===== src/verilog/hvpdo_pkg.sv =====
// Purpose: Shared constants for the high-voltage pin driver override bank.
// Assumes: Byte-wide registers reached by an 8-bit register address.
// Notes:   Offsets are register addresses on the serial register port.
package hvpdo_pkg;

    // ========================================================================
    // Sizes
    // ========================================================================
    localparam int unsigned ADDR_W   = 8;
    localparam int unsigned DATA_W   = 8;
    localparam int unsigned PINS     = 8;
    localparam int unsigned OL_PINS  = 4;
    localparam int unsigned SEL_W    = 2;

    // ========================================================================
    // Register offsets
    // ========================================================================
    localparam logic [7:0] OFS_OL_THRESHOLD = 8'h4A;
    localparam logic [7:0] OFS_HS_FORCE_OFF = 8'h71;
    localparam logic [7:0] OFS_LS_FORCE_OFF = 8'h72;

    // ========================================================================
    // Field positions of the open-load selectors
    // ========================================================================
    localparam int unsigned POS_PIN5_OL = 0;
    localparam int unsigned POS_PIN6_OL = 2;
    localparam int unsigned POS_PIN7_OL = 4;
    localparam int unsigned POS_PIN8_OL = 6;

    // ========================================================================
    // Values after reset
    // ========================================================================
    localparam logic [7:0] RST_OL_THRESHOLD = 8'h00;
    localparam logic [7:0] RST_FORCE_OFF    = 8'h00;
    localparam logic [7:0] RD_UNMAPPED      = 8'h00;

    // ========================================================================
    // Open-load detection conditions
    // ========================================================================
    typedef enum logic [1:0] {
        OL_COND_00 = 2'h0,
        OL_COND_01 = 2'h1,
        OL_COND_10 = 2'h2,
        OL_COND_11 = 2'h3
    } hvpdo_ol_cond_e;

endpackage


===== src/verilog/hvpdo_drive_if.sv =====
// Purpose: Carries per-pin driver requests, force-off bits and enables.
// Assumes: One bit per pin, bit n-1 serves pin n.
// Notes:   The core fills requests and force bits, the gate returns enables.
`timescale 1ns/1ps
interface hvpdo_drive_if #(
    parameter int unsigned PINS = 8
);
    logic [PINS-1:0] hs_req;
    logic [PINS-1:0] ls_req;
    logic [PINS-1:0] hs_force;
    logic [PINS-1:0] ls_force;
    logic [PINS-1:0] hs_en;
    logic [PINS-1:0] ls_en;

    modport core (
        output hs_req,
        output ls_req,
        output hs_force,
        output ls_force,
        input  hs_en,
        input  ls_en
    );

    modport gate (
        input  hs_req,
        input  ls_req,
        input  hs_force,
        input  ls_force,
        output hs_en,
        output ls_en
    );
endinterface


===== src/verilog/hvpdo_gate.sv =====
// Purpose: Gates each pin's driver enables with its force-off bits.
// Assumes: Requests and force bits are on the same clock as the core.
// Notes:   Purely combinational, so a forced-off driver drops at once.
`timescale 1ns/1ps
module hvpdo_gate (
    hvpdo_drive_if.gate drv
);
    // A set force bit wins over any request; a clear one passes it through.
    assign drv.hs_en = drv.hs_req & ~drv.hs_force;
    assign drv.ls_en = drv.ls_req & ~drv.ls_force;
endmodule


===== src/verilog/hvpdo_regs.sv =====
// Purpose: Override and open-load threshold register bank for the
//          high-voltage pins, with driver enable gating.
// Assumes: The serial frame decoder presents one byte access per cycle on
//          the register port; driver requests come from the pin control
//          registers on the same clock.
// Notes:   Force-off registers mirror a non-volatile store: the stored image
//          is loaded once after reset and writes need the unlock level.
//
// How it works
// - Register 4Ah holds the two-bit open-load selectors of pins 8 to 5.
// - Each selector picks one of four open-load conditions for its pin.
// - High-side force bit 0, the preset, passes the pin's own request.
// - High-side force bit 1 keeps that pin's high-side switch off.
// - Low-side force bit 0, the preset, passes the pin's own request.
// - Low-side force bit 1 keeps that pin's low-side switch off.
// - Registers 71h and 72h map pin n to bit n-1.
// - Force registers are non-volatile: loaded from the stored image after reset, then changed only by writes under write unlock.
`timescale 1ns/1ps
module hvpdo_regs #(
    parameter int unsigned PINS = 8
) (
    input  wire logic                      clk_in,
    input  wire logic                      rst_n_in,
    input  wire logic                      ce_in,
    input  wire logic                      wr_en_in,
    input  wire logic                      rd_en_in,
    input  wire logic [7:0]                addr_in,
    input  wire logic [7:0]                wr_data_in,
    input  wire logic                      nv_unlock_in,
    input  wire logic [PINS-1:0]           nv_hs_image_in,
    input  wire logic [PINS-1:0]           nv_ls_image_in,
    input  wire logic [PINS-1:0]           hs_req_in,
    input  wire logic [PINS-1:0]           ls_req_in,
    output logic      [7:0]                rd_data_out,
    output logic                           rd_valid_out,
    output logic                           wr_refused_out,
    output logic                           nv_prog_out,
    output logic                           ready_out,
    output logic      [1:0]                pin5_open_load_sel_out,
    output logic      [1:0]                pin6_open_load_sel_out,
    output logic      [1:0]                pin7_open_load_sel_out,
    output logic      [1:0]                pin8_open_load_sel_out,
    output logic      [PINS-1:0]           hs_en_out,
    output logic      [PINS-1:0]           ls_en_out
);

    // ========================================================================
    // Storage
    // ========================================================================
    logic [7:0]      ol_threshold;
    logic [PINS-1:0] high_side_force_off;
    logic [PINS-1:0] low_side_force_off;
    logic            loaded;
    logic            hit_thr;
    logic            hit_hs;
    logic            hit_ls;
    logic            wr_ok;
    logic            wr_nv_ok;

    hvpdo_drive_if #(.PINS(PINS)) drv ();

    assign hit_thr  = addr_in == hvpdo_pkg::OFS_OL_THRESHOLD;
    assign hit_hs   = addr_in == hvpdo_pkg::OFS_HS_FORCE_OFF;
    assign hit_ls   = addr_in == hvpdo_pkg::OFS_LS_FORCE_OFF;
    assign wr_ok    = ce_in && wr_en_in && loaded;
    assign wr_nv_ok = wr_ok && nv_unlock_in && (hit_hs || hit_ls);

    // ========================================================================
    // Non-volatile image load
    // ========================================================================
    // The stored image arrives after reset; until then writes are dropped
    // so that a load cannot overwrite a host write.
    always_ff @(posedge clk_in or negedge rst_n_in) begin
        if (!rst_n_in) begin
            loaded <= 1'b0;
        end else if (ce_in) begin
            loaded <= 1'b1;
        end
    end

    // ========================================================================
    // Open-load threshold register
    // ========================================================================
    always_ff @(posedge clk_in or negedge rst_n_in) begin
        if (!rst_n_in) begin
            ol_threshold <= hvpdo_pkg::RST_OL_THRESHOLD;
        end else if (wr_ok && hit_thr) begin
            ol_threshold <= wr_data_in;
        end
    end

    // Each pin's detector sees its own two-bit condition code.
    assign pin5_open_load_sel_out =
        ol_threshold[hvpdo_pkg::POS_PIN5_OL +: 2];
    assign pin6_open_load_sel_out =
        ol_threshold[hvpdo_pkg::POS_PIN6_OL +: 2];
    assign pin7_open_load_sel_out =
        ol_threshold[hvpdo_pkg::POS_PIN7_OL +: 2];
    assign pin8_open_load_sel_out =
        ol_threshold[hvpdo_pkg::POS_PIN8_OL +: 2];

    // ========================================================================
    // Force-off registers
    // ========================================================================
    always_ff @(posedge clk_in or negedge rst_n_in) begin
        if (!rst_n_in) begin
            high_side_force_off <= PINS'(hvpdo_pkg::RST_FORCE_OFF);
        end else if (ce_in && !loaded) begin
            high_side_force_off <= nv_hs_image_in;
        end else if (wr_nv_ok && hit_hs) begin
            high_side_force_off <= wr_data_in[PINS-1:0];
        end
    end

    always_ff @(posedge clk_in or negedge rst_n_in) begin
        if (!rst_n_in) begin
            low_side_force_off <= PINS'(hvpdo_pkg::RST_FORCE_OFF);
        end else if (ce_in && !loaded) begin
            low_side_force_off <= nv_ls_image_in;
        end else if (wr_nv_ok && hit_ls) begin
            low_side_force_off <= wr_data_in[PINS-1:0];
        end
    end

    // A write that reaches the store asks the memory to program it; one
    // that lacks the unlock is reported and leaves the contents alone.
    always_ff @(posedge clk_in or negedge rst_n_in) begin
        if (!rst_n_in) begin
            nv_prog_out    <= 1'b0;
            wr_refused_out <= 1'b0;
        end else if (ce_in) begin
            nv_prog_out    <= wr_nv_ok;
            wr_refused_out <= wr_ok && !nv_unlock_in
                              && (hit_hs || hit_ls);
        end
    end

    // ========================================================================
    // Read path
    // ========================================================================
    always_ff @(posedge clk_in or negedge rst_n_in) begin
        if (!rst_n_in) begin
            rd_data_out  <= hvpdo_pkg::RD_UNMAPPED;
            rd_valid_out <= 1'b0;
        end else if (ce_in) begin
            rd_valid_out <= rd_en_in;
            if (rd_en_in) begin
                if (hit_thr) begin
                    rd_data_out <= ol_threshold;
                end else if (hit_hs) begin
                    rd_data_out <= 8'(high_side_force_off);
                end else if (hit_ls) begin
                    rd_data_out <= 8'(low_side_force_off);
                end else begin
                    rd_data_out <= hvpdo_pkg::RD_UNMAPPED;
                end
            end
        end
    end

    assign ready_out = loaded;

    // ========================================================================
    // Driver gating
    // ========================================================================
    assign drv.hs_req   = hs_req_in;
    assign drv.ls_req   = ls_req_in;
    assign drv.hs_force = high_side_force_off;
    assign drv.ls_force = low_side_force_off;

    hvpdo_gate u_gate (
        .drv (drv.gate)
    );

    assign hs_en_out = drv.hs_en;
    assign ls_en_out = drv.ls_en;
endmodule


===== config.mk =====
export PLATFORM = sky130hd
export DESIGN_NAME = hvpdo_regs
export DESIGN_NICKNAME = d
export VERILOG_FILES = /design/src/verilog/hvpdo_pkg.sv /design/src/verilog/hvpdo_drive_if.sv /design/src/verilog/hvpdo_gate.sv /design/src/verilog/hvpdo_regs.sv
export SDC_FILE = /design/constraint.sdc
export NUM_CORES = 1
export LEC_CHECK = 0
export ABC_AREA = 1
export BUFFER_PORTS_ARGS = -buffer_cell sky130_fd_sc_hd__buf_4
export CAP_MARGIN = 20
export CORE_ASPECT_RATIO = 0.75
export CORE_MARGIN = 5
export CORE_UTILIZATION = 30
export DETAILED_ROUTE_END_ITERATION = 16
export PLACE_DENSITY = 0.54
export SYNTH_ARGS = -nofsm -noshare
export SYNTH_HDL_FRONTEND = slang
export SYNTH_SLANG_ARGS = --single-unit

===== constraint.sdc =====
create_clock -name clk_in -period 1.3 [get_ports clk_in]
set_input_delay 0.065 -clock clk_in [delete_from_list [all_inputs] [get_ports clk_in]]
set_output_delay 0.065 -clock clk_in [all_outputs]
set_load 0.005 [all_outputs]

# After elaboration in Yosys (flattened, before gate mapping)
# Cells that the tools add are included.
[classes]
eq_ne = 3
n_reduce_logical = 16
n_bitwise = 4
n_mux = 7
[op_table]
columns = ["cell", "n"]
rows = [
  ["8-bit two-way mux", 7],
  ["8-bit by 7-bit == test with 1-bit output, second input constant", 3],
  ["8-bit AND", 2],
  ["8-bit inverter", 2],
  ["1-bit logical AND", 10],
  ["2-bit nonzero test", 2],
  ["1-bit logical NOT", 2],
  ["2-bit AND reduction", 1],
  ["1-bit logical OR", 1],
]
[totals]
input_bits = 54
ff_bits = 36
output_inout_bits = 36
wordCells = 38

# Logic depth before layout (Yosys ltp)
# Gate-level depths: netlist of the first run.
[depth]
depth_word = 7
ltp_mapped = 9
depth_no_buf = 8

# Hierarchy
# A second synthesis of the first run with hierarchy kept.
[unflattened]
cells_unflattened = 298
hier_area_um2 = 2170.8
[by_module_without_submodules]
columns = ["mod", "seq_area_each_um2", "n_inst", "cells_each", "area_each_um2"]
rows = [
  ["hvpdo_regs", 900.9, 1, 266, 2010.7],
  ["hvpdo_gate", 0.0, 1, 32, 160.2],
]

# Least setup slack after synthesis of the first run
# OpenSTA, ideal clock, no wires.
[synth_timing]
kind = "register to register"
start = "reg loaded (netlist: ready_out)"
end = "reg high_side_force_off[3] (netlist: drv.hs_force[3])"
required_time_ns = 1.184
setup_ns = 0.116
path_slack_ns = 0.158
path_stages_with_launch = 8
t_arrival_ns = 1.025
n_path_buf = 1
period_less_slack_ns = 1.142
path_cell_list = "dfrtp_1 > inv_2 > nand2_4 > buf_4 > nand2_1 > nand2_1 > nand2_1 > nand2_1"
[synth_between]
elab_chain_cells = 5
word_cells_on_any_way = 8
cone_classes = "mux: 1; reduce/logical: 7"
[synth_rtl]
columns = ["element", "line", "text"]
rows = [
  ["start: declaration", "hvpdo_regs.sv:53", "logic loaded;"],
  ["start signal: assignment", "hvpdo_regs.sv:75", "loaded <= 1'b0;"],
  ["start signal: assignment", "hvpdo_regs.sv:77", "loaded <= 1'b1;"],
  ["1-bit logical AND", "hvpdo_regs.sv:65", "assign wr_ok = ce_in && wr_en_in && loaded;"],
  ["1-bit logical AND (2 in a row)", "hvpdo_regs.sv:66", "assign wr_nv_ok = wr_ok && nv_unlock_in && (hit_hs || hit_ls);"],
  ["1-bit logical AND", "hvpdo_regs.sv:110", "end else if (wr_nv_ok && hit_hs) begin"],
  ["2-bit nonzero test (no line)", "-", ""],
  ["end signal: assignment", "hvpdo_regs.sv:107", "high_side_force_off <= PINS'(hvpdo_pkg::RST_FORCE_OFF);"],
  ["end signal: assignment", "hvpdo_regs.sv:109", "high_side_force_off <= nv_hs_image_in;"],
  ["end signal: assignment", "hvpdo_regs.sv:111", "high_side_force_off <= wr_data_in[PINS-1:0];"],
  ["end: declaration", "hvpdo_regs.sv:51", "logic [PINS-1:0] high_side_force_off;"],
]
# Several ways; a longest one is shown, not always the timed one.
# A chain may end at the register's enable or synchronous reset.

# Final worst setup path of the first run
[layout_timing]
start = "reg loaded (netlist: ready_out)"
end = "reg high_side_force_off[2] (netlist: drv.hs_force[2])"
# The elaborated chain is that of the path after synthesis.

==> results of run 1 <==
[placed cells by master (no fill, tap or decap), types with 2 or more instances in the layout]
master,synthesis,routed
a21oi_2,6,6
nor2_8,4,4
dfrtp_1,36,35
nand2_4,5,5
o21ai_2,2,2
nand2_2,4,4
inv_1,33,33
nand2_1,94,94
nand3_1,65,65
nor2_4,2,2
nor2_1,22,22
clkbuf_8,0,5
nand3_4,4,4
inv_2,11,11
buf_4,2,94
[power by group through the flow]
stage | Sequential, mW | Clock, mW | Combinational (mW)
3_5_place_dp | 1.26 | 0 | 0.475
3_3_place_gp | 1.26 | 0 | 0.472
5_1_grt | 1.24 | 0.848 | 0.526
2_1_floorplan | 1.23 | 0 | 0.206
4_1_cts | 1.24 | 0.789 | 0.478
6_report | 1.24 | 0.764 | 0.468
[what timing repair did]
| item | CTS | global route |
|---|---|---|
| endpoints found under the setup margin | 0 | 8 |
| hold buffers | 1 | 0 |
| hold endpoints to repair | 36 | 0 |
| gates resized for setup | 0 | 1 |
[flip-flops by register name, indices dropped and copies added, names as in the netlist]
register	count
rd_data_out	8
drv.ls_force	8
nv_prog_out	1
wr_refused_out	1
ready_out	1
drv.hs_force	8
ol_threshold	8
rd_valid_out	1
[per-stage QoR]
stage               cell area (um2)  total power [mW]  hold slack, ps
finish                         3100              2.47            36.4
global route                   3100              2.62            34.1
CTS                            3090              2.50            30.8
detailed placement             3010              1.73            65.9
global placement               3010              1.73            60.3
floorplan                      2260              1.44            -231
[worst min-delay path by stage]
stage | startpoint | end | slack, ps | depth (start not counted)
5_1_grt | wr_data_in[7] | ol_threshold[7]$_DFFE_PN0P_ | 30 | 3
4_1_cts | wr_data_in[4] | ol_threshold[4]$_DFFE_PN0P_ | 30 | 3
3_5_place_dp | rst_n_in | ol_threshold[0]$_DFFE_PN0P_ | 70 | 1
3_3_place_gp | rst_n_in | rd_valid_out$_DFFE_PN0P_ | 60 | 1
6_report | wr_data_in[4] | ol_threshold[4]$_DFFE_PN0P_ | 40 | 3
2_1_floorplan | rst_n_in | drv.hs_force[0]$_DFFE_PN0P_ | -230 | 0
[tightest hold or removal path: stages]
cell     delay [ps]
buf_4           110
inv_1            60
o21ai_2          50
[cell type report]
cell class	instances	area, um2
well taps	101	126
clock inverters	1	5.00
repair buffers	95	716
fillers	783	4240
multi-input cells	212	1110
flip-flops and latches	36	902
inverters	44	165
clock buffers	6	72.6
[routing by layer]
layer / up-vias / wire [um] / global-route usage (%)
li1: 1133 / - / -
met1: 981 / 2980 / 19.9
met2: 74 / 3050 / 23.0
met3: 4 / 578 / 4.11
met4: 0 / 44 / 3.36
met5: - / 0 / 0
[cells by family (layout without fill, tap and decap cells)]
logic type / Yosys count / in the layout
AOI/OAI and AO/OA: 11 / 11
buffers and inverters: 53 / 146
and+or+nand+nor: 201 / 201
DFF: 36 / 36
==> impl_metrics.toml, run 1 <==
[outcome]
status = "completed"

[pwr]
p_sw_mw = 0.683
peakVddDrop_v = 0.000514
p_comb_share_pct = 19.0
p_int_mw = 1.79
netSwitchingFraction_pct = 27.7
power_density_nw_per_um2 = 797
power.share.sequential_pct = 50.1
p_leak_nw = 1.81
clockPowerShare_pct = 31.0

[worst_setup_path]
endpoint = "drv.hs_force[2]$_DFFE_PN0P_"
r2r-start = "ready_out$_DFFE_PN0P_"
cp_num_buf_inv = 0
reg2regPathDepth = 6
crit_fanout = 10
cp.depth = 6
rr_endpoint = "drv.hs_force[2]$_DFFE_PN0P_"
cpLargestDelayFamily = "simple AND/OR/NAND/NOR gates"
startpoint = "ready_out$_DFFE_PN0P_"
r2r_slack_ps = 120
worstSetupStartpointType = "register"
crit_path_max_incr_delay_ps = 410
cp_data_required_time_ps = 1530
crit_arrival_ps = 1410
cp-end-kind = "register"
worstPathCellList = "nand3_4 > nor2_4 > nand3_4 > nand2_4 > nand2_1 > nand2_1"
slowest_stage = "dfrtp_2"
critPathKind = "register to register"

[synth]
synth_seq_cells = 36
yosysWarnings = 0
muxShareOfSynthArea_pct = 0
synth-edff-count = 0
synth_most_common_cell = "nand2_1"
avgSynthCellArea_um2 = 7.51
synth.area.top_cells = "dfrtp_1 (40%), nand2_1 (16%), nand3_1 (14%)"
syn_inst = 301
synth_compound_area_share_pct = 3.87
yosys.area.top_type_share_pct = 39.8
syn_area_um2 = 2260
ys_async_sr_fraction_pct = 100
syn-num-nets = 355
yosys.area.top_type = "dfrtp_1"
synth_common_cells = "nand2_1 (94), nand3_1 (65), dfrtp_1 (36), inv_1 (33), nor2_1 (22)"
synthFlopType = "dfrtp_1"
synth-xor-area-share_pct = 0
synth_adder_area_share_pct = 0
ys_seq_area_share_pct = 39.8
synthSimpleGateAreaFrac_pct = 45.2
synth_top_family_by_area = "simple AND/OR/NAND/NOR gates"
yosysUniqueCellTypes = 21

[global_route]
grt_start_max_net_pins = 37
grt_pass1_vias = 2178
antenna_found_initial = 0
grt_overflow = 0
track_usage_pct = 14.6
grt_pass1_wl_um = 10600

[clocking]
cts_max_level = 2
cts_tree = "done"
path_clk_slew_ps = 70
cts.sinks = 36
post_cts_buffers = 0
clock_latency_ps = 290
root_buffer = "clkbuf_8"
clk_path_buf_depth = 2
numCtsBuffers = 5

[detailed_routing]
drc = 0
num_vias = 2192
avgRoutedWirePerCell_um = 13.5
first_pass_iters = 4
drt-vias-per-instance = 4.43
antenna_left = 0
totalWireLength_um = 6660
drt_iter0_drc = 123

[placement]
place_ws_ps = 89.0
hpwl_um = 5340
dp_cells = 487
place_congestion = 0.821
portBuffers = 89

[hold_path]
min_path_type = "primary input to register"

[timing]
worstMarginPinSlew_ps = 479
clock.fmax_mhz = 846
setup_viol_count_final = 0
period_share_pct = 90.9
final_hold_viol_count = 0
relSlewSlack_pct = 68.1
tns_ps = 0
rsz0062_at_grt = "no"
fin_ws_ps = 118
slew_violations = 0
fin_crit_ps = 1180
skew_ps = 5.06

[die]
dieArea_um2 = 9390
io-pin-count = 90
fp.dieH_um = 85.2
start_util_pct = 30.8
die_x_um = 110
rows = 27
coreArea_um2 = 7330

[final_layout]
drive_gt1_share_pct = 35.5
nets = 448
final_cells = 495
postLayoutCoreUtil_pct = 42.2
area_delta_synth_final_pct = 36.9
diodes = 0

[flow_run]
maxCapViolations = 0
Power figures use the tool's default switching activity.
==> run 2, diff against run 1 <==
--- a/config.mk
+++ b/config.mk
@@ -5,14 +5,14 @@
 export SDC_FILE = /design/constraint.sdc
 export NUM_CORES = 1
 export LEC_CHECK = 0
-export ABC_AREA = 1
+export ABC_AREA = 0
 export BUFFER_PORTS_ARGS = -buffer_cell sky130_fd_sc_hd__buf_4
 export CAP_MARGIN = 20
 export CORE_ASPECT_RATIO = 0.75
 export CORE_MARGIN = 5
 export CORE_UTILIZATION = 30
 export DETAILED_ROUTE_END_ITERATION = 16
-export PLACE_DENSITY = 0.54
+export PLACE_DENSITY = 0.55
 export SYNTH_ARGS = -nofsm -noshare
 export SYNTH_HDL_FRONTEND = slang
 export SYNTH_SLANG_ARGS = --single-unit
==> impl_metrics.toml, run 2 <==
[worst_setup_path]
slowest_stage = "dfrtp_1"
crit_path_max_incr_delay_ps = 370
cp_common_cell = "buf_6"
cp_data_required_time_ps = 1460
cp-end-kind = "register"
cpLargestDelayFamily = "flip-flops"
critPathKind = "register to register"
worstSetupStartpointType = "register"
cp_num_buf_inv = 2
crit_fanout = 8
crit_arrival_ps = 1550
worstPathCellList = "buf_6 > nand4_1 > buf_6 > o31ai_2 > a31oi_1"

[die]
rows = 26
start_util_pct = 30.4
io-pin-count = 90
fp.dieH_um = 81.6
die_x_um = 105
dieArea_um2 = 8600
coreArea_um2 = 6730

[synth]
yosys.area.top_type_share_pct = 44.0
syn_area_um2 = 2050
syn_inst = 212
ys_seq_area_share_pct = 44.0
synth_seq_cells = 36
yosysWarnings = 0
synth.area.top_cells = "dfrtp_1 (44%), a31oi_1 (7.3%), mux2_4 (5.9%)"
synth_common_cells = "dfrtp_1 (36), a31oi_1 (24), clkbuf_1 (22), nand3_1 (17), nand4_1 (17)"
ys_async_sr_fraction_pct = 100
syn-num-nets = 266
avgSynthCellArea_um2 = 9.66
synth-edff-count = 0
yosys.area.top_type = "dfrtp_1"
synthFlopType = "dfrtp_1"
synth_most_common_cell = "dfrtp_1"
yosysUniqueCellTypes = 29

[clocking]
root_buffer = "clkbuf_8"
clock_latency_ps = 290
path_clk_slew_ps = 80
cts.sinks = 36
clk_path_buf_depth = 2
cts_tree = "done"
numCtsBuffers = 5
cts_max_level = 2

[detailed_routing]
num_vias = 2051
drt-vias-per-instance = 5.22
drt_iter0_drc = 140
drc = 0
totalWireLength_um = 7110
antenna_left = 0
first_pass_iters = 4
avgRoutedWirePerCell_um = 18.1

[final_layout]
layout_common_cells = "buf_4 (105), dfrtp_1 (36), a31oi_1 (24), nand4_1 (17)"
postLayoutCoreUtil_pct = 48.5
final_common_cell = "buf_4"
area_delta_synth_final_pct = 59.3
design_area_um2 = 3260
drive_gt1_share_pct = 48.9
diodes = 0
nets = 362

[timing]
rsz0062_at_grt = "yes"
relSlewSlack_pct = 68.3
clock.fmax_mhz = 723
worstMarginPinSlew_ps = 475
period_share_pct = 106
setup_viol_count_final = 24
skew_ps = 8.09
slew_violations = 0
fin_ws_ps = -83.0
whs_ps = 33.8
fin_crit_ps = 1380
final_hold_viol_count = 0

[flow_run]
maxCapViolations = 0

[global_route]
track_usage_pct = 15.8
grt_overflow = 0
antenna_found_initial = 0
grt_pass1_vias = 1959
grt_pass1_wl_um = 10700
grt_start_max_net_pins = 37

[pwr]
peakVddDrop_v = 0.000505
p_leak_nw = 1.39
total_power_mw = 3.11
power_density_nw_per_um2 = 954

[placement]
place_congestion = 0.750
portBuffers = 89
placed_area_um2 = 2950
hpwl_um = 5190

[hold_path]
min_path_type = "primary input to register"

[outcome]
status = "finished with violations"
violations = "negative setup slack"
[run 2: changes by cell type after synthesis, moves of 6 or more]
cell	change
inv_1	-31
clkbuf_1	+22
o32ai_1	+8
a31oi_1	+24
a21oi_2	-6
nor2_1	-6
nand3b_1	+8
mux2_4	+8
nand2_1	-94
o31ai_1	+16
nand4_1	+17
nor2b_1	+16
inv_2	-11
nand3_1	-48
[run 2: kinds of logic (layout without fill, tap and decap cells)]
| logic type | after synthesis | after routing | synth area share [%] |
|---|---|---|---|
| AO/OA/AOI/OAI | 51 | 51 | 17.6 |
| XOR/XNOR | 1 | 1 | 0.428 |
| buffers and inverters | 27 | 124 | 5.38 |
| flip-flops | 36 | 36 | 44.0 |
| multiplexers | 9 | 9 | 6.41 |
| AND/OR/NAND/NOR | 88 | 88 | 26.2 |
[run 2: worst reg2reg max path, cell delays in order, from the launching register on]
cell     delay (ps)
dfrtp_1         370
buf_6           110
nand4_1         220
buf_6           240
o31ai_2         210
a31oi_1         110
[run 2: timing repair]
| item | 4_1_cts | 5_1_grt |
|---|---|---|
| resized for setup | 5 | 26 |
| pin swaps | 2 | 20 |
| hold endpoints to repair | 36 | 0 |
| setup endpoints to repair | 8 | 24 |
| gates cloned | 0 | 1 |
| hold buffers | 1 | 0 |
| setup buffers | 0 | 2 |
[run 2: path summary, 6_finish.rpt]
kind | startpoint | end | cells after the start | slack, ps
worst min-delay path | nv_hs_image_in[7] | drv.hs_force[7]$_DFFE_PN0P_ | 3 | 30
worst min register to register | rd_valid_out$_DFFE_PN0P_ | rd_valid_out$_DFFE_PN0P_ | 1 | 530
min in group asynchronous | rst_n_in | rd_valid_out$_DFFE_PN0P_ | 2 | 270
max in group asynchronous | rst_n_in | wr_refused_out$_DFFE_PN0P_ | 2 | 690
worst max register to register | ready_out$_DFFE_PN0P_ | drv.ls_force[2]$_DFFE_PN0P_ | 5 | -80
worst max-delay path | ready_out$_DFFE_PN0P_ | drv.ls_force[2]$_DFFE_PN0P_ | 5 | -80
[run 2: area by class of cell]
class / instances / area (um2)
fillers: 643 / 3470
inverters: 2 / 7.51
repair buffers: 114 / 915
well taps: 84 / 105
flip-flops and latches: 36 / 901
clock inverters: 1 / 30.0
clock buffers: 7 / 96.3
multi-input cells: 149 / 1210
[run 2: layer usage]
metal	part of all wire [%]	up-vias	track usage [%]
met5	0	-	0
met4	0.39	0	2.36
met3	8.0	4	5.34
met2	44	75	22.8
met1	48	964	23.3
li1	-	1008	-
[run 2: report_power, final]
group          switching, mW  internal [mW]  total (mW)
clock                  0.423          0.677        1.10
sequential             0.115           1.23        1.34
combinational          0.272          0.400       0.672
total                  0.809           2.30        3.11
[run 2: through the flow]
| stage | instances | TNS (ps) | setup slack [ps] |
|---|---|---|---|
| after floorplan | 212 | -2450 | -301 |
| after global placement | 382 | -4760 | -343 |
| after detailed placement | 382 | -5270 | -368 |
| after CTS | 391 | -353 | -50.8 |
| after global routing | 393 | -2330 | -174 |
| final | 393 | -1010 | -83.0 |
